## config.mk

```make
export PLATFORM = sky130hd
export DESIGN_NAME = ldc_lcd_ctrl
export DESIGN_NICKNAME = d
export VERILOG_FILES = /design/src/rtl/ldc_pkg.sv /design/src/rtl/ldc_lcd_ctrl.sv /design/src/rtl/ldc_com_gen.sv
export VERILOG_INCLUDE_DIRS = /design/src /design/src/rtl
export SDC_FILE = /design/constraint.sdc
export NUM_CORES = 1
export LEC_CHECK = 0
export ABC_CLOCK_PERIOD_IN_PS = 5400
export CORE_MARGIN = 4
export CORE_UTILIZATION = 65
export DETAILED_ROUTE_END_ITERATION = 10
export DONT_BUFFER_PORTS = 1
export PLACE_DENSITY = 0.81
export SKIP_LAST_GASP = 1
export SYNTH_ARGS = -nofsm -noshare
export SYNTH_HDL_FRONTEND = slang
export SYNTH_SLANG_ARGS = --single-unit
```

## constraint.sdc

```tcl
create_clock -name hclk -period 5.4 [get_ports hclk]
set_input_delay 1.08 -clock hclk [delete_from_list [all_inputs] [get_ports hclk]]
set_output_delay 1.08 -clock hclk [all_outputs]
set_load 0.05 [all_outputs]
```

## src/rtl/ldc_consts.svh

```systemverilog
// Register map, field positions and reset values of the LCD drive control.
// Assumes a 32-bit AHB-Lite slave with one register per aligned word.
`ifndef LDC_CONSTS_SVH
`define LDC_CONSTS_SVH

// Register indices; byte address is four times the index
`define LDC_DUTY_IDX    8'hC0
`define LDC_CTRL_IDX    8'hC1
`define LDC_DRV_IDX     8'hC2
`define LDC_STAT_IDX    8'hC3

// Duty / common register fields
`define LDC_DUTY_HI     7
`define LDC_DUTY_LO     6
`define LDC_CMX_BIT     5
`define LDC_DUTY_RST    8'h00

// Control register fields
`define LDC_SUPPLY_BIT  6
`define LDC_RUN_BIT     5
`define LDC_SHOW_BIT    4
`define LDC_CKS_HI      3
`define LDC_CTRL_RST    7'h00
`define LDC_CTRL_ONES   8'h80

// Drive control register fields
`define LDC_WAVE_BIT    7
`define LDC_REG_BIT     4
`define LDC_CDS_HI      3
`define LDC_DRV_RST     6'h00
`define LDC_DRV_ONES    8'h60

// Charge pulse period in system clocks
`define LDC_CHG_STEPS   6'h20

`endif

```

## src/rtl/ldc_pkg.sv

```systemverilog
// Types shared by the LCD drive control modules.
// Assumes nothing beyond a SystemVerilog compiler.
package ldc_pkg;
    // Drive level of one common electrode
    typedef enum logic [1:0] {
        LDC_GND,
        LDC_NONSEL,
        LDC_SEL_HI,
        LDC_SEL_LO
    } ldc_level_t;

    // Multiplex duty codes
    typedef enum logic [1:0] {
        LDC_STATIC,
        LDC_HALF,
        LDC_THIRD,
        LDC_QUARTER
    } ldc_duty_t;
endpackage

```

## src/rtl/ldc_lcd_ctrl.sv

```systemverilog
// LCD drive control: AHB-Lite registers, frame clock, charge pulse, commons.
// Assumes one hclk domain; sub_clk_in is an unsynchronised subclock pin.
// Summary of operation
// - Duty field picks static, half, third or quarter duty and commons
// - Static with expansion: commons two to four copy common one
// - Half with expansion: four copies three, two copies one
// - Third with expansion: common four drives non-selected level
// - Run bit low halts the driver; high runs and makes waveforms
// - Drive-supply bit switches the LCD drive supply off or on
// - Charge field sets pulse duty: 1, k/8, 0, 1/16 or 1/32
// - Regulator bit halts or runs the 5 V regulator
// - Waveform bit picks A or B drive waveform
`include "ldc_consts.svh"
module ldc_lcd_ctrl
    import ldc_pkg::*;
(
    input  wire logic        hclk,
    input  wire logic        hresetn,
    input  wire logic        hsel,
    input  wire logic [31:0] haddr,
    input  wire logic [1:0]  htrans,
    input  wire logic        hwrite,
    input  wire logic [2:0]  hsize,
    input  wire logic [31:0] hwdata,
    input  wire logic        hready,
    output logic      [31:0] hrdata,
    output logic             hreadyout,
    output logic             hresp,
    input  wire logic        sub_clk_in,
    output ldc_level_t       common_out_one,
    output ldc_level_t       common_out_two,
    output ldc_level_t       common_out_three,
    output ldc_level_t       common_out_four,
    output logic             drive_supply_on,
    output logic             regulator_on,
    output logic             show_ram_contents,
    output logic             charge_pulse
);
    // Word address compare, shared by write and read decode
    function automatic logic is_reg(input logic [31:0] a,
                                    input logic [7:0]  idx);
        return a == {22'h0, idx, 2'b00};
    endfunction

    // Charge pulse high steps out of a 32-step period
    function automatic logic [5:0] chg_thr(input logic [3:0] c);
        logic [5:0] t;
        t = 6'h00;
        if (c[3]) begin
            t = c[2] ? 6'h01 : 6'h02;
        end else if (c[2:0] == 3'h0) begin
            t = `LDC_CHG_STEPS;
        end else if (c[2:0] != 3'h7) begin
            t = {1'b0, c[2:0], 2'b00};
        end
        return t;
    endfunction

    logic        addr_ph;
    logic        wr_pend_ff;
    logic [31:0] wr_addr_ff;
    logic [7:0]  duty_ff, nxt_duty_ff;
    logic [6:0]  ctrl_ff, nxt_ctrl_ff;
    logic [5:0]  drv_ff,  nxt_drv_ff;
    logic [31:0] hrdata_ff;
    logic [7:0]  rd_mux;
    logic [1:0]  slot;
    logic        polarity;
    logic        run;
    logic [3:0]  cks;

    assign addr_ph   = hsel & htrans[1] & hready;
    assign hreadyout = 1'b1;
    assign hresp     = 1'b0;

    // Capture a word write address phase for the following data phase
    always_ff @(posedge hclk or negedge hresetn) begin
        if (!hresetn) begin
            wr_pend_ff <= 1'b0;
            wr_addr_ff <= 32'h0000_0000;
        end else begin
            wr_pend_ff <= addr_ph & hwrite & (hsize == 3'h2);
            wr_addr_ff <= haddr;
        end
    end

    // Next register values; reads forward these so back-to-back is exact
    always_comb begin
        nxt_duty_ff = duty_ff;
        nxt_ctrl_ff = ctrl_ff;
        nxt_drv_ff  = drv_ff;
        if (wr_pend_ff && is_reg(wr_addr_ff, `LDC_DUTY_IDX)) begin
            nxt_duty_ff = hwdata[7:0];
        end
        if (wr_pend_ff && is_reg(wr_addr_ff, `LDC_CTRL_IDX)) begin
            nxt_ctrl_ff = hwdata[6:0];
        end
        if (wr_pend_ff && is_reg(wr_addr_ff, `LDC_DRV_IDX)) begin
            nxt_drv_ff = {hwdata[`LDC_WAVE_BIT], hwdata[`LDC_REG_BIT],
                          hwdata[`LDC_CDS_HI:0]};
        end
    end

    // Register storage
    always_ff @(posedge hclk or negedge hresetn) begin
        if (!hresetn) begin
            duty_ff <= `LDC_DUTY_RST;
            ctrl_ff <= `LDC_CTRL_RST;
            drv_ff  <= `LDC_DRV_RST;
        end else begin
            duty_ff <= nxt_duty_ff;
            ctrl_ff <= nxt_ctrl_ff;
            drv_ff  <= nxt_drv_ff;
        end
    end

    // Read decode; reserved bits of control and drive read one, unmapped reads zero
    always_comb begin
        rd_mux = 8'h00;
        if (is_reg(haddr, `LDC_DUTY_IDX)) begin
            rd_mux = nxt_duty_ff;
        end else if (is_reg(haddr, `LDC_CTRL_IDX)) begin
            rd_mux = `LDC_CTRL_ONES | {1'b0, nxt_ctrl_ff};
        end else if (is_reg(haddr, `LDC_DRV_IDX)) begin
            rd_mux = `LDC_DRV_ONES | {nxt_drv_ff[5], 2'b00,
                                      nxt_drv_ff[4:0]};
        end else if (is_reg(haddr, `LDC_STAT_IDX)) begin
            rd_mux = {4'h0, run, polarity, slot};
        end
    end

    always_ff @(posedge hclk or negedge hresetn) begin
        if (!hresetn) begin
            hrdata_ff <= 32'h0000_0000;
        end else if (addr_ph && !hwrite) begin
            hrdata_ff <= {24'h00_0000, rd_mux};
        end
    end
    assign hrdata = hrdata_ff;

    assign run = ctrl_ff[`LDC_RUN_BIT];
    assign cks = ctrl_ff[`LDC_CKS_HI:0];

    // Subclock pin: two-stage sync, third stage only for edge detect
    logic sub_s1_ff, sub_s2_ff, sub_s3_ff, sub_half_ff;
    logic [7:0] sys_div_ff;
    logic       frame_tick_ff;
    logic       sub_rise;
    logic [7:0] div_mask;
    always_ff @(posedge hclk or negedge hresetn) begin
        if (!hresetn) begin
            sub_s1_ff   <= 1'b0;
            sub_s2_ff   <= 1'b0;
            sub_s3_ff   <= 1'b0;
            sub_half_ff <= 1'b0;
        end else begin
            sub_s1_ff <= sub_clk_in;
            sub_s2_ff <= sub_s1_ff;
            sub_s3_ff <= sub_s2_ff;
            if (sub_rise) begin
                sub_half_ff <= ~sub_half_ff;
            end
        end
    end
    assign sub_rise = sub_s2_ff & ~sub_s3_ff;
    assign div_mask = 8'((9'h002 << cks[2:0]) - 9'h001);

    // Frame tick selection; system divider runs free so ticks stay regular
    always_ff @(posedge hclk or negedge hresetn) begin
        if (!hresetn) begin
            sys_div_ff    <= 8'h00;
            frame_tick_ff <= 1'b0;
        end else begin
            sys_div_ff <= sys_div_ff + 8'h01;
            if (cks[3]) begin
                frame_tick_ff <= (sys_div_ff & div_mask) == div_mask;
            end else if (cks[1]) begin
                frame_tick_ff <= sub_rise & sub_half_ff;
            end else begin
                frame_tick_ff <= sub_rise;
            end
        end
    end

    ldc_com_gen u_com (
        .hclk             (hclk),
        .hresetn          (hresetn),
        .frame_tick       (frame_tick_ff),
        .run              (run),
        .duty             (ldc_duty_t'(duty_ff[`LDC_DUTY_HI:`LDC_DUTY_LO])),
        .common_expansion              (duty_ff[`LDC_CMX_BIT]),
        .wave_b           (drv_ff[5]),
        .common_out_one   (common_out_one),
        .common_out_two   (common_out_two),
        .common_out_three (common_out_three),
        .common_out_four  (common_out_four),
        .slot             (slot),
        .polarity         (polarity)
    );

    // Charge pulse PWM over 32 hclk steps; thresholds come from the field
    logic [4:0] chg_ph_ff;
    logic       chg_ff;
    always_ff @(posedge hclk or negedge hresetn) begin
        if (!hresetn) begin
            chg_ph_ff <= 5'h00;
            chg_ff    <= 1'b0;
        end else begin
            chg_ph_ff <= chg_ph_ff + 5'h01;
            chg_ff    <= {1'b0, chg_ph_ff} < chg_thr(drv_ff[3:0]);
        end
    end
    assign charge_pulse = chg_ff;

    // Plain level controls straight from registers
    assign drive_supply_on   = ctrl_ff[`LDC_SUPPLY_BIT];
    assign show_ram_contents = ctrl_ff[`LDC_SHOW_BIT];
    assign regulator_on      = drv_ff[4];

    // Register effects seen one edge after the write lands
    supply_write_a: assert property (
        @(posedge hclk) disable iff (!hresetn)
        wr_pend_ff && is_reg(wr_addr_ff, `LDC_CTRL_IDX) |=>
            drive_supply_on == $past(hwdata[`LDC_SUPPLY_BIT]))
        else $error("drive supply level differs from written bit");
    regulator_write_a: assert property (
        @(posedge hclk) disable iff (!hresetn)
        wr_pend_ff && is_reg(wr_addr_ff, `LDC_DRV_IDX) |=>
            regulator_on == $past(hwdata[`LDC_REG_BIT]))
        else $error("regulator level differs from written bit");
    // End codes of the charge field; reset edge excluded on purpose
    chg_full_a: assert property (
        @(posedge hclk) disable iff (!hresetn)
        $past(hresetn && drv_ff[3:0] == 4'h0) |-> charge_pulse)
        else $error("charge pulse low with full duty code");
    chg_zero_a: assert property (
        @(posedge hclk) disable iff (!hresetn)
        $past(drv_ff[3:0] == 4'h7) |-> !charge_pulse)
        else $error("charge pulse high with zero duty code");
endmodule

```

## src/rtl/ldc_com_gen.sv

```systemverilog
// Common electrode waveform generator: slot sequencing and polarity.
// Assumes frame_tick is a one-cycle enable on hclk and settings are static.
module ldc_com_gen
    import ldc_pkg::*;
(
    input  wire logic       hclk,
    input  wire logic       hresetn,
    input  wire logic       frame_tick,
    input  wire logic       run,
    input  wire ldc_duty_t  duty,
    input  wire logic       common_expansion,
    input  wire logic       wave_b,
    output ldc_level_t      common_out_one,
    output ldc_level_t      common_out_two,
    output ldc_level_t      common_out_three,
    output ldc_level_t      common_out_four,
    output logic [1:0]      slot,
    output logic            polarity
);
    logic [1:0] slot_ff;
    logic       pol_ff;
    ldc_level_t lvl_ff [4];
    logic       last_slot;

    assign last_slot = (slot_ff >= 2'(duty));

    // Slot counter walks the active commons, halted state parks at zero
    always_ff @(posedge hclk or negedge hresetn) begin
        if (!hresetn) begin
            slot_ff <= 2'h0;
        end else if (!run) begin
            slot_ff <= 2'h0;
        end else if (frame_tick) begin
            slot_ff <= last_slot ? 2'h0 : slot_ff + 2'h1;
        end
    end

    // A flips every slot, B only at frame end to keep DC off the panel
    always_ff @(posedge hclk or negedge hresetn) begin
        if (!hresetn) begin
            pol_ff <= 1'b0;
        end else if (!run) begin
            pol_ff <= 1'b0;
        end else if (frame_tick && (!wave_b || last_slot)) begin
            pol_ff <= ~pol_ff;
        end
    end

    // One level register per common; mapping follows duty and expansion
    for (genvar i = 0; i < 4; i++) begin : g_com
        logic       en;
        logic [1:0] src;
        logic       force_ns;
        always_comb begin
            en       = 1'b1;
            src      = 2'(i);
            force_ns = 1'b0;
            unique case (duty)
                LDC_STATIC: begin
                    en  = (i == 0) || common_expansion;
                    src = 2'h0;
                end
                LDC_HALF: begin
                    en  = (i < 2) || common_expansion;
                    src = common_expansion ? 2'(i / 2) : 2'(i);
                end
                LDC_THIRD: begin
                    en       = (i < 3) || common_expansion;
                    force_ns = (i == 3);
                end
                LDC_QUARTER: begin
                    en = 1'b1;
                end
            endcase
        end
        always_ff @(posedge hclk or negedge hresetn) begin
            if (!hresetn) begin
                lvl_ff[i] <= LDC_GND;
            end else if (!run || !en) begin
                lvl_ff[i] <= LDC_GND;
            end else if (!force_ns && src == slot_ff) begin
                lvl_ff[i] <= pol_ff ? LDC_SEL_HI : LDC_SEL_LO;
            end else begin
                lvl_ff[i] <= LDC_NONSEL;
            end
        end
    end

    // Mapping checks; levels follow the settings one edge later
    unused_gnd_a: assert property (
        @(posedge hclk) disable iff (!hresetn)
        $past(!common_expansion && duty != LDC_QUARTER) |-> lvl_ff[3] == LDC_GND)
        else $error("common four driven while unused");
    static_copy_a: assert property (
        @(posedge hclk) disable iff (!hresetn)
        $past(duty == LDC_STATIC && common_expansion) |->
            (lvl_ff[1] == lvl_ff[0] && lvl_ff[2] == lvl_ff[0] &&
             lvl_ff[3] == lvl_ff[0]))
        else $error("static expansion commons differ");
    half_copy_a: assert property (
        @(posedge hclk) disable iff (!hresetn)
        $past(duty == LDC_HALF && common_expansion) |->
            (lvl_ff[3] == lvl_ff[2] && lvl_ff[1] == lvl_ff[0]))
        else $error("half expansion commons differ");
    third_nonsel_a: assert property (
        @(posedge hclk) disable iff (!hresetn)
        $past(duty == LDC_THIRD && common_expansion && run) |->
            lvl_ff[3] == LDC_NONSEL)
        else $error("common four not at non-selected level");
    halt_gnd_a: assert property (
        @(posedge hclk) disable iff (!hresetn)
        $past(!run) |->
            (lvl_ff[0] == LDC_GND && lvl_ff[1] == LDC_GND &&
             lvl_ff[2] == LDC_GND && lvl_ff[3] == LDC_GND))
        else $error("commons driven while halted");
    // B keeps polarity inside a frame, so only the frame end flips it
    wave_b_hold_a: assert property (
        @(posedge hclk) disable iff (!hresetn)
        frame_tick && wave_b && run && !last_slot |=> $stable(pol_ff))
        else $error("polarity flipped inside a frame");

    assign common_out_one   = lvl_ff[0];
    assign common_out_two   = lvl_ff[1];
    assign common_out_three = lvl_ff[2];
    assign common_out_four  = lvl_ff[3];
    assign slot             = slot_ff;
    assign polarity         = pol_ff;
endmodule

```

==> run summary, run 1 <==
Area growth syn-to-layout: 3.672%
Final Max Slew Viols: 0
Post-CTS Hold Buffers: 0
Fin nets: 436
DRC: 0
Synth cell types: 51
Post_cts resized: 0
Fill count: 443
Share of cells above drive strength 1: 12.36%
Final setup skew: 10.22 ps
Hold crit path type: reg2reg
Ys Warns: 0
Clk buf depth: 2
CTS clk-pin slew, worst paths: 90 ps
Setup bufs post-CTS: 0
Final instance area: 0.004239 sq mm
Post-synth top area cell: dfrtp_1
Clk_lat worst skew: 360 ps
Setup-failing EPs final: 0
Largest cells by area after synthesis: dfrtp_1 (56%), mux2_2 (5.8%), buf_4 (4.8%)
CTS tree: built
Most frequent cell after synthesis: dfrtp_1
Setup slack, reg-to-reg: 2650 ps
Post-synth EDFFs: 0
GRT overflow: 0
Worst VDD drop: 0.2380 mV
Die width: 87.32 um
WP data required: 5660 ps
Total CTS buffers: 9
Setup ws final: 2654 ps
Period utilisation layout: 50.86%
Async S/R FF share, synth: 100.0%
WHS Path Cells: 0
Final core occ: 70.35%
Initial antenna violation count: 0
Min cycle time layout: 2746 ps
Slew Limit Headroom: 47.34%
Ant. Diodes: 0
Hold Fails Final Rpt: 0
Synth top area share: 56.30%
Final Power: 1258 uW
Depth of the worst register-to-register path: 6
RSZ-0062 raised after global routing: no
Global Route Usage Sum: 21.48%
Status: completed
F_max: 364.1 MHz
Chip height: 87.32 um
Crit Reg-Reg Endpoint: hrdata[4]
Routed WL: 7340 um
First-pass GRT wire length: 12320 um
Flops & latches, synth: 92
Antenna Nets Post-Route: 0
Power per cell area: 296.7 mW/mm^2
Family with the most delay on the worst path: simple AND/OR/NAND/NOR gates
Vias: 2548
Post-Synthesis Cells: 350
RD Place Congestion: 0.8093
Min-delay src: sub_s1_ff
Sequential cell area fraction in the yosys report: 56.30%
Synth cell count leaders: dfrtp_1 (92), buf_4 (26), mux2_2 (21), nand2_1 (21), a21oi_1 (16)
Slew @ Worst Pin: 784.1 ps
Worst Hold Endpoint: sub_s2_ff
H-tree levels: 3
Worst Setup End Kind: flip-flop
CP peak stage delay: 630 ps
Placed Instance Area: 0.004046 sq mm
Vias per cell: 5.912
Post-DP HPWL: 5480 um
Initial DRC count: 145
Leakage: 0.001909 uW
Worst path slowest cell: nor4_4
Post-synth top flop: dfrtp_1
Cell row count: 28
Die area: 0.007624 sq mm
Drt pass-1 iters: 4
Critical path class: reg2reg
Fin Setup TNS: 0 ps
Core box area: 0.006026 sq mm
Root buffer cell: clkbuf_8
Mapped Area: 0.004089 sq mm
Dpl ws: 2584 ps
Crit path max fanout: 8
CP Data Arrival Time: 3000 ps
Crit path buf inv count: 0
Starting Density: 67.86%
Worst-path cell chain: nor4bb_1 -> nand4_2 -> nor4_4 -> mux2_2 -> or2b_2 -> a32o_1
Clock sinks: 92
Largest net degree at the start of global routing: 93
Ports: 121
Launching point of the worst reg2reg path: wr_addr_ff[11]
Vias in the first global route: 2607
Syn Area/Cell: 11.68 sq um
Routed len/inst: 17.03 um
PortBufs: 0
Max-cap violations: 0
CP Launch Type: flip-flop
-- kinds of logic (layout without fill, tap and decap cells) --
| logic type | after synthesis | in the layout | synth area share [%] |
|---|---|---|---|
| AO/OA/AOI/OAI | 59 | 59 | 9.180 |
| adder cells (fa/ha/maj) | 10 | 10 | 3.060 |
| other | 2 | 26 | 0.1837 |
| AND/OR/NAND/NOR | 109 | 109 | 16.37 |
| multiplexers | 21 | 21 | 5.783 |
| flip-flops | 92 | 92 | 56.30 |
| XOR/XNOR | 12 | 12 | 2.571 |
| buffers and inverters | 45 | 27 | 6.548 |
-- sequential cells by signal (all words and copies together), names as in the netlist, 5 cells and up --
signal / cells
chg_ph_ff: 5
duty_ff: 8
drv_ff: 6
hrdata: 8
wr_addr_ff: 32
sys_div_ff: 8
ctrl_ff: 7
-- routing by layer --
metal	up-vias	track usage, %	share of wire [%]
met5	-	0	0
met2	81	35.27	51
li1	1207	-	-
met3	11	7.096	6.7
met1	1249	25.98	41
met4	0	8.926	1.9
-- layout make-up --
cell class | count | area (sq um) | area share [%]
clock buffers | 10 | 137.6 | 3.247
clock inverters | 6 | 55.05 | 1.299
inverters | 11 | 41.29 | 0.9740
multi-input cells | 237 | 1609 | 37.96
flip-flops and latches | 92 | 2302 | 54.31
well taps | 75 | 93.84 | 2.214
-- metrics by stage --
step / instances / hold slack (ps)
after global placement: 415 / 334.2
after detailed placement: 415 / 339.7
after floorplan: 374 / 331.2
final: 431 / 356.2
after CTS: 431 / 359.2
after global routing: 431 / 372.6
-- worst max-delay path by stage --
stage | from | end | depth (start not counted)
finish | wr_addr_ff[11] | hrdata[4] | 6
global route | wr_addr_ff[22] | hrdata[4] | 6
CTS | wr_addr_ff[11] | hrdata[4] | 6
detailed placement | wr_addr_ff[11] | hrdata[4] | 6
global placement | wr_addr_ff[11] | hrdata[4] | 6
floorplan | hready | hrdata[0] | 7
-- power by group --
part	switching (uW)	leakage [uW]	internal, uW	total (uW)
combinational	52.3	0.000651	15.0	67.3
sequential	35.5	0.00116	712	748
clock	254	0.0000994	189	443
total	342	0.00191	916	1260
-- worst register-to-register path, delay by kind of cell, from the launching register on --
| kind | cells | cell delay [ps] |
|---|---|---|
| AO/OA/AOI/OAI | 1 | 240 |
| flip-flops | 1 | 370 |
| multiplexers | 1 | 420 |
| AND/OR/NAND/NOR | 4 | 1620 |
-- cell usage in the layout (no fill, tap or decap), drive strengths merged, types with 3 or more instances in the layout --
cell	instances
nand3b	5
conb	26
ha	10
xnor2	9
nor2b	4
nand3	12
xor2	3
inv	14
nand2b	3
clkbuf	10
a211oi	4
dfrtp	92
nor4b	4
o21ai	15
nand4	6
nor2	14
mux2	21
and4	4
a21o	5
nor4	15
a21oi	16
nand2	21
nor3	6
o22ai	5
and2	4
clkinv	3
(Power assumes the default switching activity.)
==> inputs of run 2 (changes only) <==
--- a/config.mk
+++ b/config.mk
@@ -6,12 +6,12 @@
 export SDC_FILE = /design/constraint.sdc
 export NUM_CORES = 1
 export LEC_CHECK = 0
-export ABC_CLOCK_PERIOD_IN_PS = 5400
+export ABC_CLOCK_PERIOD_IN_PS = 2800
 export CORE_MARGIN = 4
-export CORE_UTILIZATION = 65
+export CORE_UTILIZATION = 63
 export DETAILED_ROUTE_END_ITERATION = 10
 export DONT_BUFFER_PORTS = 1
-export PLACE_DENSITY = 0.81
+export PLACE_DENSITY = 0.79
 export SKIP_LAST_GASP = 1
 export SYNTH_ARGS = -nofsm -noshare
 export SYNTH_HDL_FRONTEND = slang
==> constraint.sdc (replaced) <==
create_clock -name hclk -period 2.8 [get_ports hclk]
set_input_delay 0.56 -clock hclk [delete_from_list [all_inputs] [get_ports hclk]]
set_output_delay 0.56 -clock hclk [all_outputs]
set_load 0.05 [all_outputs]
==> run 2 against run 1 <==
  * Core utilization is 2.1 points lower
  * First-iteration DRC count decreased by 3.4%
  * Die area increased by 2.9%
  * Final cell count is 1.4% higher
  * Hold slack got worse by 260 ps
  * Sequential power is 93% higher
  * Critical path depth unchanged
  * Total power grew 98%
  * Design area up 1.7%
  * Combinational power grew 140%
  * Clock skew grew 5.2 ps
  * Largest power group unchanged
==> run summary, run 2 (synthesis results as in run 1) <==
Largest register FFs: 32
Register area: 0.002302 sq mm
Setup-failing EPs final: 0
Post_cts resized: 0
Commonest non-fill, non-tap cell in the layout: dfrtp_1
Hold crit path type: in2async
CTS tree: built
Power share of the combinational group: 6.4%
Initial DRC count: 140
First-pass GRT wire length: 11850 um
Vias in the first global route: 2507
Worst VDD drop: 0.4094 mV
Area of the multi-input gates: 0.001609 sq mm
Period utilisation layout: 91.93%
Ports: 121
Total CTS buffers: 9
Cell row count: 29
RSZ-0062 raised after global routing: no
Largest Register: wr_addr_ff
WP data required: 3050 ps
P_int: 1768 uW
CTS clk-pin slew, worst paths: 110 ps
Critical path class: reg2reg
Switching Share: 28.99%
Area growth syn-to-layout: 5.447%
Vias: 2527
Core box area: 0.006314 sq mm
Antenna Nets Post-Route: 0
Die width: 88.56 um
Final setup skew: 15.42 ps
Clock sinks: 92
Leakage: 0.001945 uW
Fin Setup TNS: 0 ps
Hold Fails Final Rpt: 0
PortBufs: 0
Routed len/inst: 16.48 um
Slew @ Worst Pin: 533.6 ps
Register share of total power: 57.9%
Worst Setup End Kind: flip-flop
GRT overflow: 0
Fill count: 451
Power per cell area: 577.6 mW/mm^2
Clock power frac: 35.7%
Vias per cell: 5.783
Starting Density: 64.76%
Final Max Slew Viols: 0
Share of cells above drive strength 1: 13.33%
H-tree levels: 3
Die area: 0.007843 sq mm
Clk buf depth: 2
Setup slack, reg-to-reg: 230 ps
Routed WL: 7200 um
CP Data Arrival Time: 2820 ps
Global Route Usage Sum: 20.04%
Crit path max fanout: 4
Most frequent cells in the layout: dfrtp_1 (92), conb_1 (26), nand2_1 (21), mux2_2 (21), a21oi_1 (16)
Status: completed
Root buffer cell: clkbuf_8
Slew Limit Headroom: 64.15%
Switching power total: 722.1 uW
Max-cap violations: 0
RD Place Congestion: 0.7774
CP Launch Type: flip-flop
Drt pass-1 iters: 6
Min cycle time layout: 2574 ps
Chip height: 88.56 um
Initial antenna violation count: 0
F_max: 388.5 MHz
Largest net degree at the start of global routing: 93
Post-DP HPWL: 5420 um
DRC: 0
Ant. Diodes: 0
Hold Slack: 100.6 ps
Clk_lat worst skew: 360 ps
Fin nets: 440
run 2: cell count changes in the layout (fill, tap and decap cells not counted), sizes merged:
cell / change
buf: +4
clkinv: +1
clkbuf: -1
run 2: worst max-delay path, stage by stage (launching register included):
cell and delay (ps):
dfrtp_1 380, nor4_1 460, nand4_2 310, nor4_4 400, mux2_2 390, or2b_2 290, a32o_1 240
run 2: final cells by class:
cell class,instances,area share (%)
multi-input cells,237,37.32
well taps,77,2.234
clock buffers,9,2.873
inverters,11,0.9576
clock inverters,7,2.060
repair buffers,4,1.161
flip-flops and latches,92,53.40
run 2: final timing paths:
kind	depth (start not counted)	end	from
min in group hclk	0	wr_addr_ff[2]	haddr[2]
min	1	u_com.common_out_three[1]	hresetn
min reg2reg	0	sub_s2_ff	sub_s1_ff
max reg2reg	6	hrdata[4]	wr_addr_ff[10]
max in group asynchronous	1	ctrl_ff[2]	hresetn
max	6	hrdata[4]	wr_addr_ff[10]
run 2: timing repair:
action	in CTS	in global routing
hold endpoints to repair	92	0
buffers inserted	0	0
hold buffers	1	0
endpoints found under the setup margin	0	0
run 2: through the flow:
stage / cell area [sq um] / total power (uW) / worst slack [ps] / instances / utilization [%]
CTS: 4312 / 2518 / 186.1 / 437 / 68.29
global placement: 4071 / 1594 / 316.5 / 420 / 64.49
floorplan: 4179 / 1610 / 421.9 / 374 / -
detailed placement: 4071 / 1599 / 275.6 / 420 / 64.49
finish: 4312 / 2490 / 225.9 / 437 / 68.29
global route: 4312 / 2597 / 95.38 / 437 / 68.29
run 2: metal layers:
metal  GRT usage (%)  part of all wire, %  vias to the layer above
li1                -                    -                     1220
met1           23.98                   41                     1225
met2           34.53                   52                       76
met3           4.935                  6.0                        6
met4           8.516                 0.90                        0
met5               0                    0                        -
run 2: power groups by stage:
stage / combinational (uW) / clock [uW] / sequential (uW)
floorplan: 150 / 0 / 1460
global placement: 128 / 0 / 1470
detailed placement: 130 / 0 / 1470
CTS: 160 / 916 / 1440
global route: 175 / 974 / 1450
finish: 159 / 890 / 1440
==> inputs of run 3 (changes only) <==
--- a/config.mk
+++ b/config.mk
@@ -6,11 +6,13 @@
 export SDC_FILE = /design/constraint.sdc
 export NUM_CORES = 1
 export LEC_CHECK = 0
+export ABC_AREA = 1
 export ABC_CLOCK_PERIOD_IN_PS = 2800
 export CORE_MARGIN = 4
 export CORE_UTILIZATION = 63
 export DETAILED_ROUTE_END_ITERATION = 10
 export DONT_BUFFER_PORTS = 1
+export MAX_ROUTING_LAYER = met4
 export PLACE_DENSITY = 0.79
 export SKIP_LAST_GASP = 1
 export SYNTH_ARGS = -nofsm -noshare
==> run 3 against run 2 <==
  * Combinational power shrank 8%
  * Maximum frequency grew 40%
  * Routed wire length grew 18%
  * Critical endpoint is now hrdata[3]
==> run summary, run 3 <==
Placed cell count: 609
Setup-failing EPs final: 0
Initial DRC count: 179
Max-cap violations: 0
Die area: 0.008425 sq mm
CP peak stage delay: 370 ps
F_max: 544.8 MHz
PortBufs: 0
Crit path max fanout: 10
First-pass GRT wire length: 14150 um
Dpl ws: 845.1 ps
Commonest non-fill, non-tap cell in the layout: nand2_1
Family with the most delay on the worst path: simple AND/OR/NAND/NOR gates
Largest net degree at the start of global routing: 93
Vias: 3230
Root buffer cell: clkbuf_8
Post-DP HPWL: 6480 um
Setup slack, reg-to-reg: 960 ps
Routed WL: 8492 um
Mapped Area: 0.004423 sq mm
Antenna Nets Post-Route: 0
DRC: 0
Met2 Track Usage GR: 35.79%
Met1 track demand over resource: 26.88%
Most used routing layer: met2
Leakage: 0.002368 uW
Post-synth top flop: dfrtp_1
Synth cell count leaders: nand2_1 (109), dfrtp_1 (92), inv_1 (66)
Depth of the worst register-to-register path: 12
Clk buf depth: 2
Post-synth EDFFs: 0
GRT overflow: 0
Routed len/inst: 13.57 um
Drt pass-1 iters: 5
Hold Fails Final Rpt: 0
Critical path class: reg2reg
Flops & latches, synth: 92
Status: completed
Period utilisation layout: 65.55%
Crit Reg-Reg Endpoint: hrdata[3]
WP data required: 3030 ps
CP Launch Type: flip-flop
Clk_lat worst skew: 350 ps
Synth cell types: 29
Launching point of the worst reg2reg path: wr_addr_ff[31]
Setup bufs post-CTS: 0
Largest register FFs: 32
Sequential cell area fraction in the yosys report: 52.05%
Hold crit path type: in2async
Ant. Diodes: 0
Post-synth top area cell: dfrtp_1
CP Data Arrival Time: 2070 ps
Synth top area share: 52.05%
Min cycle time layout: 1835 ps
Fin Setup TNS: 0 ps
Fin nets: 610
Register area: 0.002302 sq mm
Fill count: 555
Initial antenna violation count: 0
Met3 Use GR: 4.840%
Worst Setup End Kind: flip-flop
Largest cells by area after synthesis: dfrtp_1 (52%), nand2_1 (9.3%), nand3_1 (6.0%)
Ys Warns: 0
Cell row count: 30
Area growth syn-to-layout: 4.526%
Clock sinks: 92
Area of the multi-input gates: 0.001749 sq mm
Finished Layout Cells: 626
Die width: 91.79 um
Final Power: 2310 uW
Worst-path cell chain: nor2_1 -> nand2_1 -> nor2_1 -> nand2_2 -> clkinv_1 -> nand2_2 -> nand2_1 -> nand2_1 -> nand2_1 -> nand2_1 -> o21ai_0 -> nand2_1
Total CTS buffers: 9
Most frequent cells in the layout: nand2_1 (109), dfrtp_1 (92), inv_1 (66)
H-tree levels: 3
Chip height: 91.79 um
Final Max Slew Viols: 0
Most frequent cell after synthesis: nand2_1
Vias in the first global route: 3113
CTS tree: built
Hold Slack: 106.8 ps
Power per cell area: 499.7 mW/mm^2
Core box area: 0.006794 sq mm
Most frequent CP cell: nand2_1
RSZ-0062 raised after global routing: no
Setup ws final: 964.6 ps
Largest Register: wr_addr_ff
Worst VDD drop: 0.3362 mV
Share of cells above drive strength 1: 6.981%
Starting Density: 65.10%
Vias per cell: 5.160
Crit path buf inv count: 1
Post-Synthesis Cells: 516
Post_cts resized: 0
Ports: 121
Final setup skew: 10.94 ps
Async S/R FF share, synth: 100.0%
Global Route Usage Sum: 21.57%
Worst path slowest cell: dfrtp_1
RD Place Congestion: 0.9008
Syn Area/Cell: 8.572 sq um
CTS clk-pin slew, worst paths: 90 ps
-- run 3: cell types whose count changed in the layout (fill, tap and decap cells not counted), sizes merged, moves of 7 or more --
| cell | delta |
|---|---|
| inv | +54 |
| mux2 | -21 |
| nand2 | +96 |
| nand3 | +41 |
| nor2 | +55 |
| nor4 | -13 |
| o21ai | +12 |
| xnor2 | -7 |
-- run 3: worst max-delay path by stage --
stage,slack (ps),start,cells past startpoint,to
3_5_place_dp,850,haddr[1],10,hrdata[7]
6_report,960,wr_addr_ff[31],12,hrdata[3]
4_1_cts,990,wr_addr_ff[31],12,hrdata[3]
2_1_floorplan,1120,haddr[25],12,hrdata[4]
5_1_grt,750,wr_addr_ff[31],12,hrdata[3]
3_3_place_gp,930,haddr[25],12,hrdata[7]
-- run 3: stage by stage --
stage / util (%) / instance area [sq um]
CTS: 68.05 / 4623
floorplan: - / 4513
detailed placement: 65.16 / 4427
global route: 68.05 / 4623
finish: 68.05 / 4623
global placement: 65.16 / 4427
-- run 3: final cells by class --
class | instances | area share [%]
sequential | 92 | 49.80
multi-input combinational | 353 | 37.83
inverter | 68 | 5.521
clock buffer | 11 | 2.842
tap | 96 | 2.598
clock inverter | 5 | 0.8119
timing repair buffer | 1 | 0.5954
-- run 3: cell families after synthesis --
family                     synth area share [%]
DFF                                       52.05
and+or+nand+nor                           25.63
AOI/OAI and AO/OA                         6.705
buffers and inverters                     10.44
other                                    0.1698
adders and majority gates                 2.829
xor gates and xnor gates                  2.178
-- run 3: repair_timing --
item / in CTS / in global routing
hold endpoints to repair: 92 / 0
endpoints found under the setup margin: 0 / 0
hold buffers: 1 / 0
-- run 3: routing by layer --
metal | vias to the layer above | part of all wire [%]
li1 | 1606 | -
met1 | 1524 | 42
met2 | 89 | 51
met3 | 11 | 6.0
met4 | 0 | 1.4
met5 | - | 0
-- run 3: where the power goes --
part           total (uW)  internal, uW  switching [uW]
Sequential           1380          1360            15.3
Combinational         147          20.9             126
Clock                 788           327             461
Total                2310          1710             602
